`config.mk`:
```
export PLATFORM = sky130hd
export DESIGN_NAME = afescr_top
export DESIGN_NICKNAME = d
export VERILOG_FILES = /design/src/hw/afescr_pkg.sv /design/src/hw/afescr_top.sv
export VERILOG_INCLUDE_DIRS = /design/src /design/src/hw
export SDC_FILE = /design/constraint.sdc
export NUM_CORES = 1
export LEC_CHECK = 0
export BUFFER_PORTS_ARGS = -buffer_cell sky130_fd_sc_hd__buf_2
export CAP_MARGIN = 20
export CORE_MARGIN = 1.5
export CORE_UTILIZATION = 48
export DETAILED_ROUTE_END_ITERATION = 8
export PLACE_DENSITY = 0.77
export SYNTH_ARGS = -nofsm -noshare
export SYNTH_HDL_FRONTEND = slang
export SYNTH_SLANG_ARGS = --single-unit
```
`constraint.sdc`:
```
create_clock -name clk -period 3.6 [get_ports clk]
set_input_delay 0.72 -clock clk [delete_from_list [all_inputs] [get_ports clk]]
set_output_delay 0.72 -clock clk [all_outputs]
set_load 0.05 [all_outputs]
```
`src/hw/afescr_defs.svh`:
```
// Purpose: Offsets, field positions, reset values and timing counts for the slot config bank
// Assumes: 16-bit registers on an 8-bit register address, 250 MHz system clock
// Notes: Definitions only
// Overview of operation
// - Four slot B order bits set per-pulse polarity; 1 reverses; repeats every four.
// - Slot B window width is bits 15:11, 1 us steps, resets to 4.
// - Slot B window offset is bits 10:0, 31.25 ns steps, resets to 0x17.
// - Slot A individual gain: channel 1 local, channels 2-4 from 0x55 bits 5:0.
// - Slot A gain code 0-3 is 200k/100k/50k/25k; all channels unless individual.
// - Slot A reference select 0-3 is 1.14/1.01/0.90/1.27 V; resets to 3.
// - Slot A integrator-as-buffer bit turns integrator into buffer; direct mode only (bit 7 reaches integrator_buffer_select in every path mode).
// - Slot A path word: ADA5 full path (reset), AE65/B065 direct, others reserved.
// - Slot B individual gain: channel 1 from 0x44 bits 1:0, others 0x55 bits 11:6.
`ifndef AFESCR_DEFS_SVH
`define AFESCR_DEFS_SVH

`define AFESCR_ADDR_W 8
`define AFESCR_DATA_W 16

`define AFESCR_OFF_B_ORDER 8'h1D
`define AFESCR_OFF_B_WINDOW 8'h3B
`define AFESCR_OFF_A_GAIN 8'h42
`define AFESCR_OFF_A_PATH 8'h43
`define AFESCR_OFF_B_GAIN 8'h44

`define AFESCR_RST_B_ORDER 16'h0000
`define AFESCR_RST_B_WINDOW 16'h2017
`define AFESCR_RST_A_GAIN 16'h1C38
`define AFESCR_RST_A_PATH 16'hADA5
`define AFESCR_RST_B_GAIN 16'h1C38

`define AFESCR_PATH_FULL 16'hADA5
`define AFESCR_PATH_DIRECT_BUF 16'hAE65
`define AFESCR_PATH_DIRECT_PLAIN 16'hB065

`define AFESCR_ORDER_MSB 3
`define AFESCR_WIDTH_MSB 15
`define AFESCR_WIDTH_LSB 11
`define AFESCR_OFFSET_MSB 10
`define AFESCR_MODE_MSB 15
`define AFESCR_MODE_LSB 10
`define AFESCR_INT_GAIN_MSB 9
`define AFESCR_INT_GAIN_LSB 8
`define AFESCR_AS_BUF_BIT 7
`define AFESCR_IND_EN_BIT 6
`define AFESCR_VREF_MSB 5
`define AFESCR_VREF_LSB 4
`define AFESCR_GAIN_MSB 1
`define AFESCR_A_EXT_LSB 0
`define AFESCR_B_EXT_LSB 6

`define AFESCR_CLK_PERIOD_PS 4000
`define AFESCR_WIDTH_STEP_PS 1000000
`define AFESCR_OFFSET_STEP_PS 31250
`define AFESCR_WIDTH_STEP_CYC (`AFESCR_WIDTH_STEP_PS / `AFESCR_CLK_PERIOD_PS)

`endif

```
`src/hw/afescr_pkg.sv`:
```
// Purpose: Types for the slot config bank
// Assumes: Constants come from afescr_defs.svh
// Notes: Structs carry decoded settings to the analog path
package afescr_pkg;

  typedef enum logic [1:0] {
    AFESCR_PATH_FULL_ANALOG,
    AFESCR_PATH_DIRECT_BUFFERED,
    AFESCR_PATH_DIRECT_PLAIN,
    AFESCR_PATH_RESERVED
  } afescr_path_mode_t;

  typedef struct packed {
    logic [7:0] channel_gain_codes;
    logic [1:0] amplifier_reference_select;
    logic integrator_buffer_select;
    logic [1:0] integrator_gain;
    logic per_channel_gain_enable;
  } afescr_slot_cfg_t;

  typedef struct packed {
    logic [4:0] window_width;
    logic [10:0] window_start_offset;
    logic [15:0] window_width_cycles;
    logic [5:0] front_end_mode_field;
  } afescr_window_t;

endpackage

```
`src/hw/afescr_top.sv`:
```
// Purpose: Slot A and slot B front-end configuration registers with decoded outputs
// Assumes: Register port is the internal side of the serial host port, same clock
// Notes: Per-channel gain word (0x55) lives in another bank and arrives as an input
`include "afescr_defs.svh"

module afescr_top (
  input wire logic clk,
  input wire logic srst,
  input wire logic [`AFESCR_ADDR_W-1:0] reg_addr,
  input wire logic reg_wr_en,
  input wire logic [`AFESCR_DATA_W-1:0] reg_wdata,
  input wire logic reg_rd_en,
  output logic [`AFESCR_DATA_W-1:0] reg_rdata,
  output logic reg_rd_valid,
  input wire logic [11:0] per_channel_gain_word,
  input wire logic slot_b_sequence_start,
  input wire logic slot_b_pulse_done,
  output logic slot_b_pulse_reversed,
  output logic [3:0] slot_b_pulse_polarity_pattern,
  output afescr_pkg::afescr_window_t slot_b_window,
  output afescr_pkg::afescr_slot_cfg_t slot_a_cfg,
  output afescr_pkg::afescr_slot_cfg_t slot_b_cfg,
  output logic [15:0] slot_a_path_connection_word,
  output afescr_pkg::afescr_path_mode_t slot_a_path_mode
);

  logic [15:0] slot_b_integration_order_reg;
  logic [15:0] slot_b_integration_window_reg;
  logic [15:0] slot_a_amplifier_gain_control_reg;
  logic [15:0] slot_a_path_connection_reg;
  logic [15:0] slot_b_amplifier_gain_control_reg;
  logic [1:0] pulse_index_reg;
  logic [15:0] rdata_next;
  logic hit;

  // Full words are stored, reserved bits included, so reads return what was written
  always_ff @(posedge clk)
  begin
    if (srst)
    begin
      slot_b_integration_order_reg <= `AFESCR_RST_B_ORDER;
      slot_b_integration_window_reg <= `AFESCR_RST_B_WINDOW;
      slot_a_amplifier_gain_control_reg <= `AFESCR_RST_A_GAIN;
      slot_a_path_connection_reg <= `AFESCR_RST_A_PATH;
      slot_b_amplifier_gain_control_reg <= `AFESCR_RST_B_GAIN;
    end
    else if (reg_wr_en)
    begin
      case (reg_addr)
        `AFESCR_OFF_B_ORDER: slot_b_integration_order_reg <= reg_wdata;
        `AFESCR_OFF_B_WINDOW: slot_b_integration_window_reg <= reg_wdata;
        `AFESCR_OFF_A_GAIN: slot_a_amplifier_gain_control_reg <= reg_wdata;
        `AFESCR_OFF_A_PATH: slot_a_path_connection_reg <= reg_wdata;
        `AFESCR_OFF_B_GAIN: slot_b_amplifier_gain_control_reg <= reg_wdata;
        default: ;
      endcase
    end
  end

  always_comb
  begin
    hit = 1'b1;
    case (reg_addr)
      `AFESCR_OFF_B_ORDER: rdata_next = slot_b_integration_order_reg;
      `AFESCR_OFF_B_WINDOW: rdata_next = slot_b_integration_window_reg;
      `AFESCR_OFF_A_GAIN: rdata_next = slot_a_amplifier_gain_control_reg;
      `AFESCR_OFF_A_PATH: rdata_next = slot_a_path_connection_reg;
      `AFESCR_OFF_B_GAIN: rdata_next = slot_b_amplifier_gain_control_reg;
      default:
      begin
        rdata_next = 16'h0000;
        hit = 1'b0;
      end
    endcase
  end

  // Unmapped reads answer zero rather than stall the host port
  always_ff @(posedge clk)
  begin
    if (srst)
    begin
      reg_rdata <= 16'h0000;
      reg_rd_valid <= 1'b0;
    end
    else
    begin
      reg_rd_valid <= reg_rd_en;
      if (reg_rd_en)
        reg_rdata <= hit ? rdata_next : 16'h0000;
    end
  end

  // Pulse counter wraps after the fourth pulse
  always_ff @(posedge clk)
  begin
    if (srst || slot_b_sequence_start)
      pulse_index_reg <= 2'h0;
    else if (slot_b_pulse_done)
      pulse_index_reg <= pulse_index_reg + 2'h1;
  end

  assign slot_b_pulse_polarity_pattern = slot_b_integration_order_reg[`AFESCR_ORDER_MSB:0];
  assign slot_b_pulse_reversed = slot_b_pulse_polarity_pattern[pulse_index_reg];

  // Window fields; width also given in clock cycles for the timing core
  always_comb
  begin
    slot_b_window.window_width = slot_b_integration_window_reg[`AFESCR_WIDTH_MSB:`AFESCR_WIDTH_LSB];
    slot_b_window.window_start_offset = slot_b_integration_window_reg[`AFESCR_OFFSET_MSB:0];
    // Taken from the register, not the struct, so the block never reads its own output
    slot_b_window.window_width_cycles =
      16'(32'(slot_b_integration_window_reg[`AFESCR_WIDTH_MSB:`AFESCR_WIDTH_LSB]) * `AFESCR_WIDTH_STEP_CYC);
    slot_b_window.front_end_mode_field =
      slot_b_amplifier_gain_control_reg[`AFESCR_MODE_MSB:`AFESCR_MODE_LSB];
  end

  // Channel 1 always follows the local code; others switch source on individual enable
  genvar ch;
  generate
    for (ch = 0; ch < 4; ch++)
    begin : g_gain
      if (ch == 0)
      begin : g_local
        assign slot_a_cfg.channel_gain_codes[1:0] =
          slot_a_amplifier_gain_control_reg[`AFESCR_GAIN_MSB:0];
        assign slot_b_cfg.channel_gain_codes[1:0] =
          slot_b_amplifier_gain_control_reg[`AFESCR_GAIN_MSB:0];
      end
      else
      begin : g_ext
        assign slot_a_cfg.channel_gain_codes[2*ch+1:2*ch] =
          slot_a_cfg.per_channel_gain_enable ? per_channel_gain_word[`AFESCR_A_EXT_LSB+2*ch-1 -: 2]
          : slot_a_amplifier_gain_control_reg[`AFESCR_GAIN_MSB:0];
        assign slot_b_cfg.channel_gain_codes[2*ch+1:2*ch] =
          slot_b_cfg.per_channel_gain_enable ? per_channel_gain_word[`AFESCR_B_EXT_LSB+2*ch-1 -: 2]
          : slot_b_amplifier_gain_control_reg[`AFESCR_GAIN_MSB:0];
      end
    end
  endgenerate

  assign slot_a_cfg.per_channel_gain_enable = slot_a_amplifier_gain_control_reg[`AFESCR_IND_EN_BIT];
  assign slot_a_cfg.amplifier_reference_select =
    slot_a_amplifier_gain_control_reg[`AFESCR_VREF_MSB:`AFESCR_VREF_LSB];
  assign slot_a_cfg.integrator_buffer_select = slot_a_amplifier_gain_control_reg[`AFESCR_AS_BUF_BIT];
  assign slot_a_cfg.integrator_gain =
    slot_a_amplifier_gain_control_reg[`AFESCR_INT_GAIN_MSB:`AFESCR_INT_GAIN_LSB];
  assign slot_b_cfg.per_channel_gain_enable = slot_b_amplifier_gain_control_reg[`AFESCR_IND_EN_BIT];
  assign slot_b_cfg.amplifier_reference_select =
    slot_b_amplifier_gain_control_reg[`AFESCR_VREF_MSB:`AFESCR_VREF_LSB];
  assign slot_b_cfg.integrator_buffer_select = slot_b_amplifier_gain_control_reg[`AFESCR_AS_BUF_BIT];
  assign slot_b_cfg.integrator_gain =
    slot_b_amplifier_gain_control_reg[`AFESCR_INT_GAIN_MSB:`AFESCR_INT_GAIN_LSB];

  assign slot_a_path_connection_word = slot_a_path_connection_reg;

  // Reserved codes are flagged, not corrected; software owns the companion bits
  always_comb
  begin
    case (slot_a_path_connection_reg)
      `AFESCR_PATH_FULL: slot_a_path_mode = afescr_pkg::AFESCR_PATH_FULL_ANALOG;
      `AFESCR_PATH_DIRECT_BUF: slot_a_path_mode = afescr_pkg::AFESCR_PATH_DIRECT_BUFFERED;
      `AFESCR_PATH_DIRECT_PLAIN: slot_a_path_mode = afescr_pkg::AFESCR_PATH_DIRECT_PLAIN;
      default: slot_a_path_mode = afescr_pkg::AFESCR_PATH_RESERVED;
    endcase
  end

endmodule

```
## After elaboration in Yosys (flattened, before gate mapping)

Index checks and enable logic that the tools add are counted.

| storage, ports and cells | value |
|---|---|
| register bits | 99 |
| bits in latches | 0 |
| bits in writable memories | 0 |
| bits in read-only memories | 0 |
| output and inout bits | 106 |
| memories kept | 0 |

| operators by class | value |
|---|---|
| $add $sub $neg | 1 |
| multipliers | 1 |
| div/mod/pow operators | 0 |
| $lt $le $gt $ge | 1 |
| eq/ne operators | 8 |
| shift-type cells | 0 |
| muxes and demuxes | 12 |
| bitwise gates (word level) | 0 |
| reduce and logical (&&, ||, !) cells | 7 |

Operators with widths:

| operator | count |
|---|---|
| 16-bit one-hot mux with 5 select lines | 1 |
| 16-bit equality test, second input constant | 3 |
| 8-bit by 7-bit equality test with 1-bit output, second input constant | 3 |
| 16-bit two-way mux | 1 |
| 5-bit by 7-bit multiplier with 12-bit output, second input constant | 1 |
| 2-bit two-way mux | 6 |
| 2-bit AND reduction | 5 |
| 8-bit by 5-bit equality test with 1-bit output, second input constant | 1 |
| 8-bit by 6-bit equality test with 1-bit output, second input constant | 1 |
| 2-bit one-hot mux with 3 select lines | 1 |
| 5-bit OR reduction | 1 |
| 2-bit by 3-bit < comparator with 1-bit output, second input constant | 1 |
| 2-bit by 1-bit adder with 2-bit output, second input constant | 1 |
| 1-bit binary-select mux with 2-bit select | 1 |
| 1-bit two-way mux | 2 |
| 1-bit logical OR | 1 |

## Logic depth before layout (Yosys ltp)

Gate-level depths: netlist (run 1).

| depth | value |
|---|---|
| depth after elaboration | 4 |
| depth in mapped cells | 10 |
| depth with buffers taken out | 10 |

## Worst setup path after synthesis (run 1)

OpenSTA, ideal clock, no wires.

| timing path | value |
|---|---|
| path kind | register to output |
| start point | reg slot_b_integration_window_reg[13] |
| end point | out slot_b_window[15] (netlist bit) |
| arrival time | 4.016 ns |
| data required time | 2.880 ns |
| setup slack | -1.136 ns |
| stages on the path, launching flop included | 11 |
| buffers on the path | 0 |
| cells stage by stage | dfxtp_1 -> fa_1 -> fa_1 -> inv_1 -> fa_1 -> inv_1 -> ha_1 -> a21o_1 -> a21oi_1 -> nand2_1 -> xnor2_1 |

RTL lines:

| what | RTL line | RTL |
|---|---|---|
| start: declaration | afescr_top.sv:28 | `logic [15:0] slot_b_integration_window_reg;` |
| start signal: assignment | afescr_top.sv:42 | `` slot_b_integration_window_reg <= `AFESCR_RST_B_WINDOW; `` |
| start signal: assignment | afescr_top.sv:51 | `` `AFESCR_OFF_B_WINDOW: slot_b_integration_window_reg <= reg_wdata; `` |
| end: declaration | afescr_top.sv:20 | `output afescr_pkg::afescr_window_t slot_b_window,` |

==> results of run 1 <==
[cell families (layout without fill, tap and decap cells)]
group / after synthesis / in the layout
simple gates: 301 / 301
compound gates: 113 / 113
buf+inv: 101 / 207
flops: 99 / 99
fa+ha+maj: 31 / 31
mux: 28 / 28
xor+xnor: 10 / 10
other cells: 1 / 4
[power by group through the flow]
stage	combinational (mW)	clock [mW]	sequential, mW
floorplan	0.108	0	1.17
global placement	0.204	0	1.14
detailed placement	0.208	0	1.14
CTS	0.211	1.05	1.11
global route	0.227	1.09	1.11
finish	0.214	1.04	1.11
[cell type report]
type | instances | area (um^2) | area share (%)
Tap cell | 143 | 179 | 2.60
Timing Repair Buffer | 172 | 997 | 14.5
Inverter | 19 | 71.3 | 1.04
Clock buffer | 12 | 246 | 3.59
Sequential cell | 99 | 1990 | 29.0
Clock inverter | 4 | 75.1 | 1.09
Multi-Input combinational cell | 487 | 3310 | 48.2
[final timing paths]
check	end	slack, ps
setup / recovery	slot_b_window[17]	-500
setup reg to reg	reg_rdata[6]	2240
hold reg to reg	slot_a_amplifier_gain_control_reg[14]	460
hold / removal	slot_a_amplifier_gain_control_reg[14]	460
[stage by stage]
stage	setup slack (ps)	setup TNS [ps]	total power, mW
3_5_place_dp	-378	-1120	1.34
5_1_grt	-610	-2880	2.43
2_1_floorplan	-307	-1110	1.28
3_3_place_gp	-308	-865	1.34
6_report	-504	-2310	2.37
4_1_cts	-511	-2200	2.37
[layer usage]
metal | part of all wire, % | wire length (um)
met5 | 0 | 0
met4 | 1.7 | 272
met3 | 6.7 | 1040
met2 | 50 | 7790
met1 | 42 | 6460
[synth_stat cells, drive strengths merged (2+ instances only)]
cell type / count / area share (%)
a21o: 2 / 0.27
a21oi: 56 / 5.0
a22o: 16 / 2.5
a311oi: 16 / 2.5
and3: 18 / 2.0
and4bb: 3 / 0.67
buf: 53 / 6.5
clkbuf: 29 / 1.9
dfxtp: 99 / 35
fa: 10 / 3.6
ha: 21 / 4.7
inv: 19 / 1.3
mux2i: 27 / 4.8
nand2: 130 / 8.7
nand2b: 5 / 0.56
nand3: 4 / 0.54
nand3b: 47 / 6.3
nand4: 2 / 0.22
nor2: 56 / 3.8
nor2b: 4 / 0.45
nor3: 21 / 1.9
nor3b: 2 / 0.36
nor4b: 2 / 0.58
o21ai: 17 / 1.5
xnor2: 5 / 0.78
xor2: 5 / 0.78
[tightest hold or removal path, stage by stage, from the launching register on]
cell	delay (ps)
dfxtp_1	310
nand2_1	50
a21oi_1	50
[repair_timing]
item,in CTS,in global routing
hold buffers,0,0
setup buffers,3,0
endpoints found under the setup margin,7,7
pin swaps,9,4
resized for setup,25,9
==> results.yml, run 1 <==
status:
  run_status: "finished with violations"
  violations: "setup timing"
logic_synthesis:
  synth-seq-area-share_pct: 35.4
  avg_synthesized_cell_area_um2: 8.19
  post_synth_and_or_nand_nor_area_fraction_pct: 27.2
  synth_compound_area_share_pct: 12.6
  synth_top_family_by_area: "simple AND/OR/NAND/NOR gates"
  yosys_register_bits: 99
  number_of_enable_type_register_cells_in_the_synthesized_netlist: 0
  mappedNetlistArea_um2: 5600
  synth-xor-area-share_pct: 1.56
  postSynth.topFlopCell: "dfxtp_1"
  distinct_cell_type_count_after_synthesis: 47
  asyncSetResetFlopFracSynth_pct: 0
  synthAdderAreaFrac_pct: 8.27
  synth.mux.area_fraction_pct: 5.23
  postSynthCellCount: 684
  yosysWarningCount: 0
setup_path:
  cpLargestDelayFamily: "adder cells"
  worst-path-stages: 11
  critical_path_arrival_ps: 3380
  critical_path.endpoint_type: "output pin"
  timing.critical_path.from_type: "flip-flop"
  worst-path-max-fanout: 4
  rr_startpoint: "slot_a_amplifier_gain_control_reg[6]"
  cp_slowest_cell: "fa_2"
  path_cells: "fa_2, fa_1, inv_1, fa_1, inv_2, ha_4, a21o_1, a21oi_2, a21oi_4, xor2_4, buf_6"
  timing.critical_path.from: "slot_b_integration_window_reg[14]"
  path_common_cell: "fa_1"
  reg2regPathDepth: 4
  critical_path.max_stage_delay_ps: 520
  cp_num_buf_inv: 3
  timing.setup.critical_path_class: "flip-flop to output pin"
  worst-endpoint-required_ps: 2880
route:
  route.detailed.vias_per_inst: 5.61
  antenna_violation_net_count_after_detailed_routing: 0
  drt_pass1_iterations: 6
  detailedRoute.firstIterationViolations: 345
  post-route-drc-count: 0
  wire_per_inst_um: 16.6
  totalWireLength_mm: 15.6
  route.vias.total: 5247
placement:
  place.port_buffers: 143
  place.detailed.hpwl_mm: 11.1
  post-place-cells: 917
  postPlaceCellArea_um2: 6390
  routabilityCongestion: 0.831
sta:
  worstMarginPinSlew_ps: 883
  layout_setup_ws_ps: -504
  worst_rel_slew_slack_pct: 41.1
  setup-violations-final: 6
  final.setup_skew_ps: 6.46
  final_period_minus_worst_setup_slack_ps: 4100
  slew_violations: 0
  hold-worst-slack_ps: 465
  timing.fmax_mhz: 244
  timing_hold_violations_final: 0
  timing.final.crit_share_pct: 114
  rsz0062_at_grt: "yes"
min_path:
  whs_path_depth: 2
  hp-class: "flip-flop to flip-flop"
  min_from: "slot_a_amplifier_gain_control_reg[14]"
cts:
  cts_tree: "yes"
  clock-sinks: 99
  clock_tree.buffer_depth: 2
  ctsRootBufferMaster: "clkbuf_16"
  cts.clk_slew.worst_paths_ps: 70
  htree_levels: 3
  clk_latency_ps: 350
  cts_buffers: 9
finish:
  p_r_area_growth_vs_syn_pct: 22.8
  stdcell_count: 936
  finalNetCount: 861
  final_layout_size_suffix_gt1_share_pct: 28.6
  filler_cell_count: 967
  post_route_design_area_um2: 6870
  layout.cells.most_common_list: "buf_2 (136), nand2_1 (129), dfxtp_1 (95), nor2_1 (55), a21oi_1 (51)"
  insertedDiodeCount: 0
  final_common_cell: "buf_2"
  final_core_utilization_pct: 60.2
floorplan:
  die_w_um: 111
  die_area_um2: 12300
  fp-row-count: 39
  start_util_pct: 49.0
  total_i_o_pin_count: 148
  dieHeight_um: 111
  core_area_um2: 11400
grt:
  grt_util_met3_pct: 6.51
  antenna_found_initial: 0
  grt_ovf: 0
  grt_util_met2_pct: 42.7
  grt_pass1_vias: 5015
  largest_net_degree_at_the_start_of_global_routing: 64
  global_route_track_usage_on_met1_pct: 31.3
  top_usage_layer: "met2"
  first_pass_grt_wire_length_mm: 24.9
  grt_usage_pct: 25.0
run:
  max-cap-violations: 0
power_and_ir_drop:
  share_seq_of_total_power_pct: 47.0
  power_density_nw_per_um2: 344
  cellLeakagePower_nw: 3.26
  max-vdd-ir-drop_uv: 314
  p_switching_uw: 569
  power_frac_clock_pct: 43.9
  power.combinational.fraction_pct: 9.0
  power.switching_fraction_pct: 24.1
  cellInternalPower_mw: 1.80
Power figures use the tool's default switching activity.
==> run 2: changes to the inputs <==
==> constraint.sdc (replaced) <==
create_clock -name clk -period 3.6 [get_ports clk]
set_input_delay 0.72 -clock clk [delete_from_list [all_inputs] [get_ports clk]]
set_output_delay 0.72 -clock clk [all_outputs]
set_load 0.02 [all_outputs]
==> run 2 against run 1 <==
Compared with the run above: the run still ends with setup timing left; clock skew barely moved; via count rose by 0.46%; largest cell class unchanged; combinational power fell by 16%; register-to-register slack improved by 20 ps; hold slack barely moved; clock power barely moved; sequential share of layout area rose by 0.47 points; critical path depth did not move; cell count fell by 0.32%; flip-flop and latch count did not move; core utilization fell by 0.96 points.
==> results.yml, run 2 (synthesized netlist as in run 1, its figures left out) <==
sta:
  final_period_minus_worst_setup_slack_ps: 4050
  rsz0062_at_grt: "yes"
  slew_violations: 0
  timing.fmax_mhz: 247
  timing_hold_violations_final: 0
  setup-violations-final: 6
  worstMarginPinSlew_ps: 805
  timing.final.crit_share_pct: 113
  worst_rel_slew_slack_pct: 46.2
  layout_setup_ws_ps: -453
  final.setup_skew_ps: 6.56
floorplan:
  dieHeight_um: 111
  total_i_o_pin_count: 148
  fp-row-count: 39
  core_area_um2: 11400
  die_area_um2: 12300
  die_w_um: 111
  start_util_pct: 49.0
route:
  post-route-drc-count: 0
  antenna_violation_net_count_after_detailed_routing: 0
  route.detailed.vias_per_inst: 5.65
  route.vias.total: 5271
  detailedRoute.firstIterationViolations: 370
  wire_per_inst_um: 16.7
  totalWireLength_mm: 15.6
  drt_pass1_iterations: 5
placement:
  place.port_buffers: 143
  dp_slack_ps: -215
  place.detailed.hpwl_mm: 11.0
  post-place-cells: 911
  routabilityCongestion: 0.828
finish:
  finalNetCount: 858
  p_r_area_growth_vs_syn_pct: 20.8
  filler_cell_count: 1035
  insertedDiodeCount: 0
  final_common_cell: "buf_2"
  regArea_um2: 1990
  layout.cells.most_common_list: "buf_2 (136), nand2_1 (130), dfxtp_1 (95), nor2_1 (55), a21oi_1 (51)"
  multi_input_comb_area_um2: 3250
  stdcell_count: 933
  final_layout_size_suffix_gt1_share_pct: 28.2
cts:
  clk_latency_ps: 350
  clock_tree.buffer_depth: 2
  cts.clk_slew.worst_paths_ps: 70
  cts_tree: "yes"
  clock-sinks: 99
  htree_levels: 3
  ctsRootBufferMaster: "clkbuf_16"
  cts_buffers: 9
  post_cts_hold_buffer_count: 0
run:
  max-cap-violations: 0
power_and_ir_drop:
  p_switching_uw: 556
  power_frac_clock_pct: 44.5
  share_seq_of_total_power_pct: 47.8
  cellLeakagePower_nw: 3.22
  power_density_nw_per_um2: 344
  power.combinational.fraction_pct: 7.7
  cellInternalPower_mw: 1.77
  finalPower_mw: 2.33
  max-vdd-ir-drop_uv: 318
  power.switching_fraction_pct: 23.9
grt:
  antenna_found_initial: 0
  grt_ovf: 0
  largest_net_degree_at_the_start_of_global_routing: 45
  grt_pass1_vias: 5042
  first_pass_grt_wire_length_mm: 25.3
  grt_usage_pct: 25.6
min_path:
  hp-class: "flip-flop to flip-flop"
setup_path:
  worst-endpoint-required_ps: 2880
  critical_path_arrival_ps: 3330
  critical_path.endpoint_type: "output pin"
  timing.setup.critical_path_class: "flip-flop to output pin"
  worst-path-max-fanout: 5
  timing.critical_path.from_type: "flip-flop"
status:
  violations: "setup timing"
  run_status: "finished with violations"
## run 2: cell types whose count changed in the layout (fill, tap and decap cells not counted), moves of 2 or more
cell     change
inv_2        +2
buf_6        -5
xnor2_2      +2
inv_1        -2
xnor2_4      -2
xor2_1       +2
buf_4        +3
## run 2: worst paths after layout
kind	start	end	slack, ps	cells past startpoint
setup / recovery	slot_b_integration_window_reg[13]	slot_b_window[17]	-450	11
hold / removal	slot_a_amplifier_gain_control_reg[14]	slot_a_amplifier_gain_control_reg[14]	460	2
setup reg to reg	slot_a_amplifier_gain_control_reg[6]	reg_rdata[6]	2260	4
hold reg to reg	slot_a_amplifier_gain_control_reg[14]	slot_a_amplifier_gain_control_reg[14]	460	2
## run 2: timing repair
item | in CTS | in global routing
gates resized for setup | 18 | 8
buffers inserted | 5 | 2
setup endpoints to repair | 6 | 7
pin swaps | 11 | 13
endpoints found under the hold margin | 0 | 0
## run 2: final cells by class
type                       count  share of cell area, %
clock buffer                  12                   3.96
sequential                    99                   29.5
inverter                      19                   1.05
multi-input combinational    487                   48.1
tap                          143                   2.65
timing repair buffer         169                   13.9
clock inverter                 4                  0.814
## run 2: power groups by stage
stage / combinational (mW) / clock (mW) / sequential [mW]
after floorplan: 0.0967 / 0 / 1.15
after global placement: 0.169 / 0 / 1.14
after detailed placement: 0.174 / 0 / 1.14
after CTS: 0.177 / 1.05 / 1.11
after global routing: 0.193 / 1.10 / 1.11
final: 0.180 / 1.03 / 1.11
## run 2: through the flow
| step | hold WS (ps) | util [%] | TNS, ps | cell area [um^2] |
|---|---|---|---|---|
| floorplan | 436 | - | -58.9 | 5730 |
| global placement | 443 | 55.2 | -192 | 6300 |
| detailed placement | 453 | 55.2 | -433 | 6300 |
| CTS | 463 | 59.0 | -2300 | 6740 |
| global route | 488 | 59.2 | -2830 | 6760 |
| finish | 465 | 59.2 | -2210 | 6760 |
## run 2: metal layers
layer  vias to the layer above  track usage (%)  share of wire, %  routed length, um
li1                       2496                -                 -                  -
met2                       193             43.5                51               7930
met1                      2555             31.6                41               6350
met4                         0             9.83               2.6                402
met3                        27             5.63               6.0                933
met5                         -                0                 0                  0
## run 2: worst max-delay path, stage by stage (launching register included)
cell and delay [ps]:
dfxtp_4 380, fa_2 460, fa_1 500, inv_1 50
fa_1 490, inv_2 50, ha_4 250, a21o_1 210
a21oi_2 170, a21oi_2 90, xor2_2 180, buf_6 130
==> run 3: changes to the inputs <==
--- a/config.mk
+++ b/config.mk
@@ -9,9 +9,8 @@
 export BUFFER_PORTS_ARGS = -buffer_cell sky130_fd_sc_hd__buf_2
 export CAP_MARGIN = 20
 export CORE_MARGIN = 1.5
-export CORE_UTILIZATION = 48
+export CORE_UTILIZATION = 30
 export DETAILED_ROUTE_END_ITERATION = 8
-export PLACE_DENSITY = 0.77
 export SYNTH_ARGS = -nofsm -noshare
 export SYNTH_HDL_FRONTEND = slang
 export SYNTH_SLANG_ARGS = --single-unit
==> run 3 against run 2 <==
Compared with the run above: the flow finishes with violations (DRC, setup timing); largest cell class unchanged; core utilization down 21 points; sequential power is essentially flat; critical path depth rose by 1; first-iteration DRC count is 6.2% lower; final area rose by 2.8%.
==> results.yml, run 3 (synthesized netlist as in run 1, its figures left out) <==
setup_path:
  cpLargestDelayFamily: "adder cells"
  worst-path-max-fanout: 5
  worst-endpoint-required_ps: 2880
  path_cells: "fa_2, fa_1, inv_1, fa_1, inv_2, ha_4, buf_4, nand3_4, o22ai_4, o41ai_4, xnor2_2, buf_4"
  critical_path.endpoint_type: "output pin"
  cp_num_buf_inv: 4
  critical_path.max_stage_delay_ps: 490
  cp_slowest_cell: "fa_1"
  timing.critical_path.from_type: "flip-flop"
  critical_path_arrival_ps: 3290
  timing.setup.critical_path_class: "flip-flop to output pin"
power_and_ir_drop:
  power_density_nw_per_um2: 325
  max-vdd-ir-drop_uv: 219
  finalPower_mw: 2.26
  cellLeakagePower_nw: 3.28
floorplan:
  fp-row-count: 49
  die_w_um: 140
  total_i_o_pin_count: 148
  dieHeight_um: 140
  die_area_um2: 19500
  start_util_pct: 30.9
  core_area_um2: 18100
sta:
  final_period_minus_worst_setup_slack_ps: 4010
  timing.fmax_mhz: 249
  hold-worst-slack_ps: 458
  worst_rel_slew_slack_pct: 50.7
  setup-violations-final: 6
  rsz0062_at_grt: "yes"
  layout_setup_ws_ps: -414
  worstMarginPinSlew_ps: 734
  slew_violations: 0
  final.setup_skew_ps: 7.84
  timing.final.crit_share_pct: 112
  timing_hold_violations_final: 0
finish:
  insertedDiodeCount: 0
  p_r_area_growth_vs_syn_pct: 24.2
  layout.cells.most_common_list: "buf_2 (135), nand2_1 (130), dfxtp_1 (95), nor2_1 (55), a21oi_1 (51)"
  final_common_cell: "buf_2"
  final_layout_size_suffix_gt1_share_pct: 28.6
  finalNetCount: 868
  filler_cell_count: 1915
  stdcell_count: 1029
cts:
  clock-sinks: 99
  cts_buffers: 9
  clock_tree.buffer_depth: 2
  post_cts_hold_buffer_count: 0
  ctsRootBufferMaster: "clkbuf_16"
  clk_latency_ps: 350
  cts.clk_slew.worst_paths_ps: 70
  htree_levels: 3
  cts_tree: "yes"
route:
  detailedRoute.firstIterationViolations: 347
  antenna_violation_net_count_after_detailed_routing: 0
  drt_pass1_iterations: 9
  route.detailed.vias_per_inst: 4.94
  route.vias.total: 5086
  maxUsedRoutingLayer: "met4"
  drt-met1-wl_mm: 7.58
  wl_met3_um: 839
  totalWireLength_mm: 16.3
  wire_per_inst_um: 15.8
  met2_wirelength_mm: 7.78
  post-route-drc-count: 10
grt:
  largest_net_degree_at_the_start_of_global_routing: 112
  antenna_found_initial: 0
  grt_ovf: 0
  first_pass_grt_wire_length_mm: 25.4
  grt_pass1_vias: 4691
  grt_usage_pct: 16.4
placement:
  place.detailed.hpwl_mm: 11.6
  routabilityCongestion: 0.778
  place.port_buffers: 143
  post-place-cells: 1006
run:
  max-cap-violations: 0
status:
  violations: "DRC, setup timing"
  run_status: "finished with violations"
min_path:
  hp-class: "flip-flop to flip-flop"
-- run 3: metrics by stage --
| stage | setup WS [ps] | cell area (um^2) | utilization [%] | setup TNS, ps |
|---|---|---|---|---|
| after detailed placement | -175 | 6480 | 35.7 | -383 |
| after global routing | -567 | 6950 | 38.3 | -3180 |
| final | -414 | 6950 | 38.3 | -2280 |
| after global placement | -162 | 6480 | 35.7 | -379 |
| after floorplan | -58.9 | 5730 | - | -58.9 |
| after CTS | -433 | 6880 | 37.9 | -2170 |
-- run 3: timing repair --
action | CTS | global route
pin swaps | 8 | 7
hold endpoints to repair | 0 | 0
buffers inserted | 3 | 4
gates cloned | 0 | 0
resized for setup | 16 | 7
endpoints found under the setup margin | 6 | 7
-- run 3: power breakdown --
part | total (mW) | switching (mW) | internal (mW)
registers | 1.11 | 0.00885 | 1.10
logic | 0.185 | 0.119 | 0.0660
clock network | 0.964 | 0.434 | 0.530
total | 2.26 | 0.562 | 1.70
-- run 3: path summary, 6_finish.rpt --
| path | end | slack (ps) | from | depth (start not counted) |
|---|---|---|---|---|
| max | slot_b_window[18] | -410 | slot_b_integration_window_reg[13] | 12 |
| min | slot_a_amplifier_gain_control_reg[13] | 460 | slot_a_amplifier_gain_control_reg[13] | 2 |
| max reg2reg | reg_rdata[6] | 2250 | slot_a_amplifier_gain_control_reg[6] | 4 |
| min reg2reg | slot_a_amplifier_gain_control_reg[13] | 460 | slot_a_amplifier_gain_control_reg[13] | 2 |
-- run 3: worst reg2reg max path, delay by kind of cell, from the launching register on --
kind	cells	cell delay, ps
compound gates	3	620
flops	1	530
simple gates	1	120
-- run 3: metal layers --
| metal | up-vias | global-route usage (%) |
|---|---|---|
| li1 | 2518 | - |
| met1 | 2432 | 22.3 |
| met2 | 130 | 27.0 |
| met3 | 6 | 3.03 |
| met4 | 0 | 3.88 |
| met5 | - | 0 |
-- run 3: cell type report --
type                            count  area [um^2]  area share [%]
Inverter                           19         71.3            1.03
Timing Repair Buffer              179         1040            15.0
Clock buffer                       11          264            3.80
Sequential cell                    99         1990            28.7
Clock inverter                      5         35.0           0.504
Multi-Input combinational cell    487         3260            46.9
Tap cell                          229          287            4.12
